**src/common/dps_pkg.sv**
```systemverilog
// package for the processor reset and power status upper fields
package dps_pkg;
    // bit positions of the status word
    localparam int unsigned POS_PM_EXT = 16;
    localparam int unsigned POS_TR_EXT = 15;
    localparam int unsigned POS_DBG_EXT = 14;
    localparam int unsigned POS_TR_ERR = 13;
    localparam int unsigned POS_TR_DIS = 12;
    localparam int unsigned POS_RESTART = 11;
    localparam int unsigned STATUS_WIDTH = 32;
    // reset values of the sticky flags
    localparam logic RST_TR_ERR = 1'b0;
    localparam logic RST_RESTART = 1'b0;
    localparam logic [31:0] ZERO_WORD = 32'h0000_0000;

    // static feature straps of the core
    typedef struct packed {
        logic realm_feature_present;
        logic trace_buffer_feature_present;
        logic ext_trace_present;
        logic ext_perfmon_present;
        logic powerdown_domain_feature;
        logic double_lock_feature;
    } dps_feat_type;

    // live access-control state of the core
    typedef struct packed {
        logic core_power_on;
        logic double_lock_active;
        logic software_lock_active;
        logic reset_state;
        logic perfmon_access_disable_ext;
        logic trace_access_disable_ext;
        logic trace_access_disable;
        logic debug_access_disable_ext;
    } dps_ctrl_type;

    // read path states
    typedef enum logic [1:0] {
        DPS_IDLE,
        DPS_CLEAR
    } dps_rd_state_type;
endpackage : dps_pkg

```
**src/verilog/dps_sticky_flag.sv**
```systemverilog
// one sticky status flag with set-wins-over-clear behaviour
`timescale 1ns/1ns
`default_nettype none
module dps_sticky_flag
    import dps_pkg::*;
#(
    parameter logic RESET_VALUE = 1'b0
) (
    input wire logic clk_i,
    input wire logic reset_i,
    input wire logic set_i,
    input wire logic clear_i,
    output logic flag_o
);
    logic flag_q;
    logic flag_d;

    // a set in the clearing cycle survives, so no event is lost
    assign flag_d = set_i ? 1'b1 : (clear_i ? 1'b0 : flag_q);

    // flag storage
    always_ff @(posedge clk_i or posedge reset_i) begin
        if (reset_i) begin
            flag_q <= RESET_VALUE;
        end else begin
            flag_q <= flag_d;
        end
    end

    assign flag_o = flag_q;

    chk_set_wins: assert property (@(posedge clk_i) disable iff (reset_i)
        set_i |=> flag_q)
        else $error("sticky flag lost a set");
endmodule : dps_sticky_flag
`default_nettype wire

```
**src/verilog/dps_status_upper.sv**
```systemverilog
// upper fields of the processor reset and power status register
`timescale 1ns/1ns
`default_nettype none
module dps_status_upper
    import dps_pkg::*;
(
    input wire logic clk_i,
    input wire logic reset_i,
    input wire logic warm_reset_i,
    input wire dps_feat_type feat_i,
    input wire dps_ctrl_type ctrl_i,
    input wire logic trace_access_error_i,
    input wire logic debug_state_i,
    input wire logic status_read_i,
    input wire logic status_write_i,
    input wire logic [31:0] status_wdata_i,
    output logic [31:0] status_rdata_o,
    output logic status_rvalid_o,
    output logic read_strobe_o
);
    ////////////////////////////////////////////////////////////////////////
    // feature gating
    ////////////////////////////////////////////////////////////////////////
    wire logic has_pm_ext;
    wire logic has_tr_ext;
    wire logic has_dbg_ext;
    wire logic has_trace;
    assign has_pm_ext = feat_i.realm_feature_present & feat_i.ext_perfmon_present;
    assign has_tr_ext = feat_i.realm_feature_present & feat_i.ext_trace_present
                      & feat_i.trace_buffer_feature_present;
    assign has_dbg_ext = feat_i.realm_feature_present;
    assign has_trace = feat_i.ext_trace_present & feat_i.trace_buffer_feature_present;

    // field is locked out: unknown value, which this design returns as zero
    wire logic locked_out;
    assign locked_out = ctrl_i.double_lock_active | ctrl_i.reset_state
                      | (~feat_i.powerdown_domain_feature & ~ctrl_i.core_power_on);

    // clearing allowed only when powered and not double locked; under double lock
    // we choose to hold, which is one of the permitted outcomes
    wire logic clear_ok;
    assign clear_ok = ctrl_i.core_power_on & ~ctrl_i.double_lock_active;

    ////////////////////////////////////////////////////////////////////////
    // debug state exit detection
    ////////////////////////////////////////////////////////////////////////
    logic dbg_state_q;
    wire logic dbg_state_d;
    wire logic dbg_exit;
    // a warm reset forces the core out of debug state, so it counts as an exit
    assign dbg_state_d = debug_state_i & ~warm_reset_i;
    assign dbg_exit = dbg_state_q & ~dbg_state_d;

    always_ff @(posedge clk_i or posedge reset_i) begin
        if (reset_i) begin
            dbg_state_q <= 1'b0;
        end else begin
            dbg_state_q <= dbg_state_d;
        end
    end

    ////////////////////////////////////////////////////////////////////////
    // read sequencing
    ////////////////////////////////////////////////////////////////////////
    dps_rd_state_type rd_state_q;
    dps_rd_state_type rd_state_d;
    logic [31:0] rdata_q;
    logic [31:0] rdata_d;
    logic rvalid_q;
    logic strobe_q;
    wire logic strobe_d;
    wire logic clr_tr_err;
    wire logic clr_restart;
    logic tr_err;
    logic restart;

    // strobe rises on the same edge as the capture, so the word already holds the flags
    assign strobe_d = (rd_state_q == DPS_IDLE) & status_read_i;

    always_comb begin
        rd_state_d = rd_state_q;
        case (rd_state_q)
            DPS_IDLE: begin
                if (status_read_i) begin
                    rd_state_d = DPS_CLEAR;
                end
            end
            DPS_CLEAR: begin
                rd_state_d = DPS_IDLE;
            end
            default: begin
                rd_state_d = DPS_IDLE;
            end
        endcase
    end

    assign clr_tr_err = strobe_q & clear_ok & ~locked_out;
    assign clr_restart = strobe_q & clear_ok & ~locked_out & ~ctrl_i.software_lock_active;

    ////////////////////////////////////////////////////////////////////////
    // sticky flags
    ////////////////////////////////////////////////////////////////////////
    // writes never reach the flags; status_write_i is deliberately unused for state
    dps_sticky_flag #(
        .RESET_VALUE(RST_TR_ERR)
    ) u_tr_err (
        .clk_i(clk_i),
        .reset_i(reset_i),
        .set_i(trace_access_error_i & has_trace),
        .clear_i(clr_tr_err),
        .flag_o(tr_err)
    );

    // warm reset leaves it unknown; defined here as cleared for determinism, or set when the reset ends debug state
    dps_sticky_flag #(
        .RESET_VALUE(RST_RESTART)
    ) u_restart (
        .clk_i(clk_i),
        .reset_i(reset_i),
        .set_i(dbg_exit),
        .clear_i(clr_restart | (warm_reset_i & ~dbg_exit)),
        .flag_o(restart)
    );

    ////////////////////////////////////////////////////////////////////////
    // read data assembly
    ////////////////////////////////////////////////////////////////////////
    always_comb begin
        rdata_d = ZERO_WORD;
        if (!locked_out) begin
            rdata_d[POS_PM_EXT] = has_pm_ext & ctrl_i.perfmon_access_disable_ext;
            rdata_d[POS_TR_EXT] = has_tr_ext & ctrl_i.trace_access_disable_ext;
            rdata_d[POS_DBG_EXT] = has_dbg_ext & ctrl_i.debug_access_disable_ext;
            rdata_d[POS_TR_ERR] = has_trace & tr_err;
            rdata_d[POS_TR_DIS] = has_trace & ctrl_i.trace_access_disable;
            rdata_d[POS_RESTART] = restart;
        end
    end

    // capture the word on the read, flags clear one cycle later
    always_ff @(posedge clk_i or posedge reset_i) begin
        if (reset_i) begin
            rd_state_q <= DPS_IDLE;
            rdata_q <= ZERO_WORD;
            rvalid_q <= 1'b0;
            strobe_q <= 1'b0;
        end else begin
            rd_state_q <= rd_state_d;
            rdata_q <= status_read_i ? rdata_d : rdata_q;
            rvalid_q <= status_read_i;
            strobe_q <= strobe_d;
        end
    end

    assign status_rdata_o = rdata_q;
    assign status_rvalid_o = rvalid_q;
    assign read_strobe_o = strobe_q;

    ////////////////////////////////////////////////////////////////////////
    // checks
    ////////////////////////////////////////////////////////////////////////
    chk_upper_zero: assert property (@(posedge clk_i) disable iff (reset_i)
        status_rvalid_o |-> status_rdata_o[31:17] == 15'h0000)
        else $error("reserved bits nonzero");
    chk_strobe_pulse: assert property (@(posedge clk_i) disable iff (reset_i)
        read_strobe_o |=> !read_strobe_o)
        else $error("read strobe longer than one cycle");
    chk_strobe_after: assert property (@(posedge clk_i) disable iff (reset_i)
        read_strobe_o |-> $past(status_read_i))
        else $error("strobe without read");
    chk_err_sets: assert property (@(posedge clk_i) disable iff (reset_i)
        (trace_access_error_i && has_trace) |=> tr_err)
        else $error("trace error not recorded");
    chk_err_clears: assert property (@(posedge clk_i) disable iff (reset_i)
        (clr_tr_err && !(trace_access_error_i && has_trace)) |=> !tr_err)
        else $error("trace error not cleared by read");
    chk_restart_sets: assert property (@(posedge clk_i) disable iff (reset_i)
        (dbg_state_q && !debug_state_i) |=> restart)
        else $error("restart not recorded");
    chk_swlock_hold: assert property (@(posedge clk_i) disable iff (reset_i)
        (restart && ctrl_i.software_lock_active && !warm_reset_i) |=> restart)
        else $error("restart cleared under software lock");
    chk_dlock_hold: assert property (@(posedge clk_i) disable iff (reset_i)
        (tr_err && ctrl_i.double_lock_active) |=> tr_err)
        else $error("trace error cleared under double lock");
    chk_warm_exit: assert property (@(posedge clk_i) disable iff (reset_i)
        (dbg_state_q && warm_reset_i) |=> restart)
        else $error("reset in debug state not an exit");
    chk_locked_zero: assert property (@(posedge clk_i) disable iff (reset_i)
        (status_read_i && locked_out) |=> status_rdata_o == ZERO_WORD)
        else $error("locked read returned data");
    chk_ext_gate: assert property (@(posedge clk_i) disable iff (reset_i)
        (status_read_i && !feat_i.realm_feature_present) |=> status_rdata_o[16:14] == 3'h0)
        else $error("extended bits set without realm");

    // answer timing and field contents
    // valid follows every read by exactly one cycle
    chk_rvalid_follows: assert property (@(posedge clk_i) disable iff (reset_i)
        status_read_i |=> status_rvalid_o)
        else $error("read not answered");
    // valid never appears without a read before it
    chk_rvalid_cause: assert property (@(posedge clk_i) disable iff (reset_i)
        status_rvalid_o |-> $past(status_read_i))
        else $error("answer without read");
    // the debugger may sample the word late, so it must not drift between reads
    chk_rdata_held: assert property (@(posedge clk_i) disable iff (reset_i)
        !status_read_i |=> $stable(status_rdata_o))
        else $error("read word changed without a read");
    // bits below the restart flag are outside this block and read zero
    chk_reserved_low: assert property (@(posedge clk_i) disable iff (reset_i)
        status_rvalid_o |-> status_rdata_o[10:0] == 11'h000)
        else $error("low bits nonzero");
    // perfmon extended bit needs realm and external monitor access
    chk_pm_gate: assert property (@(posedge clk_i) disable iff (reset_i)
        (status_read_i && !has_pm_ext) |=> !status_rdata_o[POS_PM_EXT])
        else $error("perfmon extended bit without feature");
    // trace extended bit needs realm, external trace and the trace buffer
    chk_tr_ext_gate: assert property (@(posedge clk_i) disable iff (reset_i)
        (status_read_i && !has_tr_ext) |=> !status_rdata_o[POS_TR_EXT])
        else $error("trace extended bit without feature");
    // without trace access both trace fields read zero
    chk_trace_gate: assert property (@(posedge clk_i) disable iff (reset_i)
        (status_read_i && !has_trace) |=> !status_rdata_o[POS_TR_ERR] && !status_rdata_o[POS_TR_DIS])
        else $error("trace fields without trace access");
    // debug extended bit reports the live access-disable state at the read
    chk_dbg_ext_field: assert property (@(posedge clk_i) disable iff (reset_i)
        (status_read_i && !locked_out && has_dbg_ext)
        |=> status_rdata_o[POS_DBG_EXT] == $past(ctrl_i.debug_access_disable_ext))
        else $error("debug extended bit wrong");
    // trace disable bit reports the live access-disable state at the read
    chk_dis_field: assert property (@(posedge clk_i) disable iff (reset_i)
        (status_read_i && !locked_out && has_trace)
        |=> status_rdata_o[POS_TR_DIS] == $past(ctrl_i.trace_access_disable))
        else $error("trace disable bit wrong");
    // the word carries the error flag as it stood at the read, before clearing
    chk_err_field: assert property (@(posedge clk_i) disable iff (reset_i)
        (status_read_i && !locked_out) |=> status_rdata_o[POS_TR_ERR] == (has_trace && $past(tr_err)))
        else $error("trace error bit wrong");
    // the word carries the restart flag as it stood at the read
    chk_restart_field: assert property (@(posedge clk_i) disable iff (reset_i)
        (status_read_i && !locked_out) |=> status_rdata_o[POS_RESTART] == $past(restart))
        else $error("restart bit wrong");

    // clearing paths and what must hold the flags
    // the strobe clears the restart flag when clearing is allowed and no software lock holds, unless a new exit arrives
    chk_restart_clears: assert property (@(posedge clk_i) disable iff (reset_i)
        (clr_restart && !dbg_exit) |=> !restart)
        else $error("restart not cleared by read");
    // a warm reset outside debug state leaves the restart flag defined as zero
    chk_warm_clear: assert property (@(posedge clk_i) disable iff (reset_i)
        (warm_reset_i && !dbg_exit) |=> !restart)
        else $error("restart kept over warm reset");
    // a write must not act as a clear of the error flag
    chk_write_err_kept: assert property (@(posedge clk_i) disable iff (reset_i)
        (status_write_i && tr_err && !clr_tr_err) |=> tr_err)
        else $error("write cleared trace error");
    // writing a one to the restart bit must not clear it either
    chk_write_restart_kept: assert property (@(posedge clk_i) disable iff (reset_i)
        (status_write_i && status_wdata_i[POS_RESTART] && restart && !clr_restart && !warm_reset_i) |=> restart)
        else $error("write cleared restart");
    // a locked-out field clears nothing, whatever is read
    chk_locked_hold: assert property (@(posedge clk_i) disable iff (reset_i)
        (locked_out && tr_err) |=> tr_err)
        else $error("trace error cleared while locked out");
    // reads while the core is unpowered leave the restart flag alone
    chk_unpowered_hold: assert property (@(posedge clk_i) disable iff (reset_i)
        (!ctrl_i.core_power_on && restart && !warm_reset_i) |=> restart)
        else $error("restart cleared while unpowered");
    // a read taken from idle always launches the clear strobe
    chk_strobe_idle: assert property (@(posedge clk_i) disable iff (reset_i)
        (status_read_i && !status_rvalid_o) |=> read_strobe_o)
        else $error("read from idle gave no strobe");

    // main scenarios
    cov_read_clear: cover property (@(posedge clk_i) disable iff (reset_i)
        tr_err ##1 status_read_i ##2 !tr_err);
    cov_restart: cover property (@(posedge clk_i) disable iff (reset_i)
        dbg_exit ##[1:4] status_read_i);
    cov_set_on_clear: cover property (@(posedge clk_i) disable iff (reset_i)
        clr_tr_err && trace_access_error_i);
    cov_warm_in_debug: cover property (@(posedge clk_i) disable iff (reset_i)
        dbg_state_q && warm_reset_i);
    cov_locked_read: cover property (@(posedge clk_i) disable iff (reset_i)
        status_read_i && locked_out);
endmodule : dps_status_upper
`default_nettype wire

```
**config.mk**
```make
export PLATFORM = sky130hd
export DESIGN_NAME = dps_status_upper
export DESIGN_NICKNAME = d
export VERILOG_FILES = /design/src/common/dps_pkg.sv /design/src/verilog/dps_sticky_flag.sv /design/src/verilog/dps_status_upper.sv
export SDC_FILE = /design/constraint.sdc
export NUM_CORES = 1
export LEC_CHECK = 0
export ABC_AREA = 1
export BUFFER_PORTS_ARGS = -buffer_cell sky130_fd_sc_hd__buf_4
export CELL_PAD_IN_SITES_DETAIL_PLACEMENT = 1
export CELL_PAD_IN_SITES_GLOBAL_PLACEMENT = 2
export CORE_UTILIZATION = 13
export CTS_CLUSTER_DIAMETER = 120
export DETAILED_ROUTE_END_ITERATION = 10
export GPL_ROUTABILITY_DRIVEN = 1
export HOLD_SLACK_MARGIN = 0.08
export PLACE_DENSITY_LB_ADDON = 0.1
export SYNTH_ARGS = -nofsm -noshare
export SYNTH_HDL_FRONTEND = slang
export SYNTH_SLANG_ARGS = --single-unit
```
**constraint.sdc**
```tcl
create_clock -name clk_i -period 0.8 [get_ports clk_i]
set_input_delay 0.12 -clock clk_i [delete_from_list [all_inputs] [get_ports clk_i]]
set_output_delay 0.12 -clock clk_i [all_outputs]
set_load 0.02 [all_outputs]
```
## Yosys cells after proc, flatten, opt, wreduce, memory -nomap -nowiden

Cells that the tools add are included.

| cells by class | value |
|---|---|
| equal/unequal tests | 1 |
| reductions and logical operators | 3 |
| bitwise operators | 30 |
| multiplexer cells | 7 |

Operators by type and width:

| cell | number |
|---|---|
| $and A1 B1 Y1 | 19 |
| $not A1 Y1 | 8 |
| $mux W6 | 1 |
| $mux W1 | 4 |
| $mux W2 | 2 |
| $reduce_bool A2 Y1 | 2 |
| $or A1 B1 Y1 | 3 |
| $logic_not A2 Y1 | 1 |
| $ne A2 B2 Y1 const B | 1 |

| word-level totals | value |
|---|---|
| output and inout port bits | 34 |
| logic and storage cells | 48 |
| register bits | 13 |
| input port bits | 53 |

## Logic depth before layout (Yosys ltp)

| depth | value |
|---|---|
| depth after elaboration | 9 |
| gate-level depth with buffers | 5 |
| depth with buffers taken out | 5 |

## Hierarchy

A second synthesis with hierarchy kept.

| unflattened totals | value |
|---|---|
| cell total of the unflattened synthesis | 100 |
| area total of the unflattened synthesis | 745.7 um^2 |

Modules (own cells, without submodules):

| module | sequential area each (um^2) | area an instance (um^2) | cells each | times used |
|---|---|---|---|---|
| dps_status_upper | 250.2 | 658.1 | 88 | 1 |
| dps_sticky_flag | 25.0 | 43.8 | 6 | 2 |

## Worst setup path before layout

Ideal clock, no wire load.

| path | value |
|---|---|
| path type | reg-to-reg |
| start point | register strobe_q, in the netlist read_strobe_o |
| end point | register u_tr_err.flag_q, in the netlist u_tr_err.flag_o |
| period minus slack after synthesis | 0.839 ns |
| data required time | 0.677 ns |
| cell stages (with the launch flop) | 4 |
| path slack | -0.039 ns |
| library setup time | 0.123 ns |
| arrival time | 0.716 ns |
| buffers on the path | 0 |
| cell sequence | dfrtp_1 -> nand2_1 -> o21ai_0 -> nand2_1 |

| between the ends | value |
|---|---|
| word-level cells in the longest chain between the ends | 3 |

RTL lines:

| what | line | RTL |
|---|---|---|
| start: declaration | dps_status_upper.sv:70 | `logic strobe_q;` |
| start signal: assignment | dps_status_upper.sv:151 | `strobe_q <= strobe_d;` |
| $and A1 B1 Y1 (2 in a row) | dps_status_upper.sv:97 | `assign clr_tr_err = strobe_q & clear_ok & ~locked_out;` |
| $reduce_bool A2 Y1 (no source line) | n/a |  |
| end signal: assignment | dps_sticky_flag.sv:26 | `flag_q <= flag_d;` |
| end: declaration | dps_sticky_flag.sv:15 | `logic flag_q;` |

No other way between the ends.
A chain may end at the register's enable or synchronous reset.

## Final worst setup path

| path | value |
|---|---|
| start point | register strobe_q, in the netlist read_strobe_o |
| end point | output read_strobe_o |

RTL lines:

| what | line | RTL |
|---|---|---|
| end: declaration | dps_status_upper.sv:19 | `output logic read_strobe_o` |

No word-level cell between the ends.

==> flow_summary.ini <==
[finish]
fin_cells = 197
fin_util = 0.197
n_antenna_cell = 0
fin_nets = 181
syn2layout_area_growth_pct = 42.9
drive_above_1_share = 0.283

[global_routing]
grt_pass1_vias = 585
overflow = 0
antenna_found_initial = 0
grt_pass1_wl_um = 2700
grtUsageTotal = 0.0599
grt_start_max_net_pins = 13

[cts]
cts_buffers = 3
htree_levels = 1
clk_latency_ns = 0.24
numClockSinks = 12
cts_tree = done
path_clk_slew_ns = 0.06
clk_path_buf_depth = 2
cts_root_buf = clkbuf_8

[setup_path]
critPathMaxFanout = 2
end_kind = output pin
slowest_stage = dfrtp_2
critPathMaxStageDelay_ns = 0.41
path_buf_inv = 1
ff2ff_path_depth = 5
critical_path.top_delay_family = flip-flops
cp.required_ns = 0.68
critPathKind = reg -> out
startpoint_type = register
path_depth = 1
crit_path_cell_trace = buf_6
arrival_ns = 0.78

[yosys]
synth_top_family_by_area = buffers and inverters
synth_top_cell_area_share = 0.415
synth_common_cells = buf_4, nand2_1, dfrtp_1, inv_1, nor2_1
synth_cell_types = 12
async_flop_share = 1.00
synth_xor_area_frac = 0
ys_ff_latch = 12
muxShareOfSynthArea = 0
synth_area_um2 = 723
ys_seq_area_frac = 0.415
synthMostInstantiatedCell = buf_4
yosys.area_share.adder = 0
synthTopCellsByArea = dfrtp_1, buf_4, nand2_1
synth_cells = 92
avgSynthCellArea_um2 = 7.86
synth_edf_count = 0
yosysTopAreaCell = dfrtp_1
ys.flop_type = dfrtp_1
synth_compound_area_frac = 0.0138
yosys.area_share.simple = 0.234
yosys_warnings = 0

[detailed_routing]
avgRoutedWirePerCell_um = 8.43
drtPass1Iterations = 3
vias_per_cell = 2.98
drt-total-wl_um = 1660
vias = 587
drc = 0
drt_iter0_markers = 24
drt.antenna.violating_nets = 0

[sta]
hold_viol_final = 0
whs_ns = 0.0913
layout_setup_ws_ns = -0.101
min_period_ns = 0.901
setup_viol = 8
rsz0062_at_grt = true
clock_skew_ns = 0.00279
drv_slew = 0
clock.fmax_ghz = 1.11
period_share = 1.13

[outcome]
failed_checks = setup timing
status = complete, but fails checks

[hold_path]
whs_path_depth = 3
hp-class = in -> reg

[power]
p_clk_frac = 0.366
swShare = 0.291
intPower_w = 0.00111
seqPwrFrac = 0.419
p_leak_nw = 0.596
netSwitchingPower_w = 0.000457
combPwrFrac = 0.215
peakVddDrop_mv = 0.455
fin_total_pwr_w = 0.00157
power_density_nw_per_um2 = 1520

[floorplan]
pin_count = 87
coreArea_um2 = 5240
start_util = 0.138
die_area_um2 = 5870
die_y_um = 76.6
rows = 26
die_x_um = 76.6

[place]
place_congestion = 0.651
dpl.cell_count = 188
io_buffers = 26
dp_hpwl_um = 1350

[job]
maxCapViolations = 0
-- layer usage --
| layer | wire length, um | global-route usage | vias up |
|---|---|---|---|
| met5 | 0 | 0 | - |
| met4 | 27 | 0.0288 | 0 |
| met3 | 96 | 0.0228 | 2 |
| met2 | 855 | 0.100 | 27 |
| met1 | 681 | 0.0665 | 270 |
| li1 | - | - | 288 |
-- placed cells by master (no fill, tap or decap), drive strengths merged --
master | Yosys | layout
buf | 26 | 29
conb | 1 | 26
nand2 | 24 | 24
inv | 12 | 12
dfrtp | 12 | 12
nor2 | 9 | 9
nand3 | 5 | 5
clkbuf | 0 | 4
dlygate4sd3 | 0 | 3
o21ai | 2 | 2
nand3b | 1 | 1
-- registers in the layout, summed over array words and instances (netlist names) --
register,cells
status_rdata_o,6
rd_state_q,1
status_rvalid_o,1
u_tr_err.flag_o,1
read_strobe_o,1
u_restart.flag_o,1
dbg_state_q,1
-- per-stage QoR --
step	setup slack (ns)	TNS [ns]	instance area [um2]
after floorplan	0.00804	0	818
after global placement	-0.00660	-0.00660	913
final	-0.101	-0.660	1030
after CTS	-0.121	-0.784	1030
after global routing	-0.136	-1.01	1030
after detailed placement	-0.00104	-0.00104	913
-- timing repair --
item | 4_1_cts | 5_1_grt
hold buffers | 3 | 0
setup buffers | 1 | 1
endpoints found under the hold margin | 14 | 0
resized for setup | 9 | 0
setup endpoints to repair | 8 | 9
-- path summary, 6_finish.rpt --
path	from	to	slack (ns)
min in group asynchronous	reset_i	status_rdata_o[15]	0.44
worst min-delay path	trace_access_error_i	u_tr_err.flag_o	0.09
worst max-delay path	read_strobe_o	read_strobe_o	-0.10
max in group asynchronous	reset_i	read_strobe_o	0.19
worst min register to register	rd_state_q[0]	read_strobe_o	0.42
worst max register to register	read_strobe_o	u_restart.flag_o	0.01
-- layout make-up --
| type | count | area [um2] |
|---|---|---|
| Inverter | 12 | 45.0 |
| Fill cell | 633 | 4200 |
| Multi-Input combinational cell | 67 | 277 |
| Sequential cell | 12 | 302 |
| Clock buffer | 4 | 45.0 |
| Timing Repair Buffer | 32 | 278 |
| Tap cell | 70 | 87.6 |
-- power by group through the flow --
stage	Sequential, W	Clock (W)	Combinational (W)
finish	0.000658	0.000575	0.000339
global route	0.000663	0.000632	0.000370
global placement	0.000667	0	0.000317
detailed placement	0.000668	0	0.000316
CTS	0.000660	0.000607	0.000342
floorplan	0.000680	0	0.000275
-- cells by family (layout without fill, tap and decap cells) --
kind of cell    after synthesis  count (layout)
compound gates                2               2
buf+inv                      38              48
flops                        12              12
other cells                   1              26
simple gates                 39              39
(Power assumes the default switching activity.)
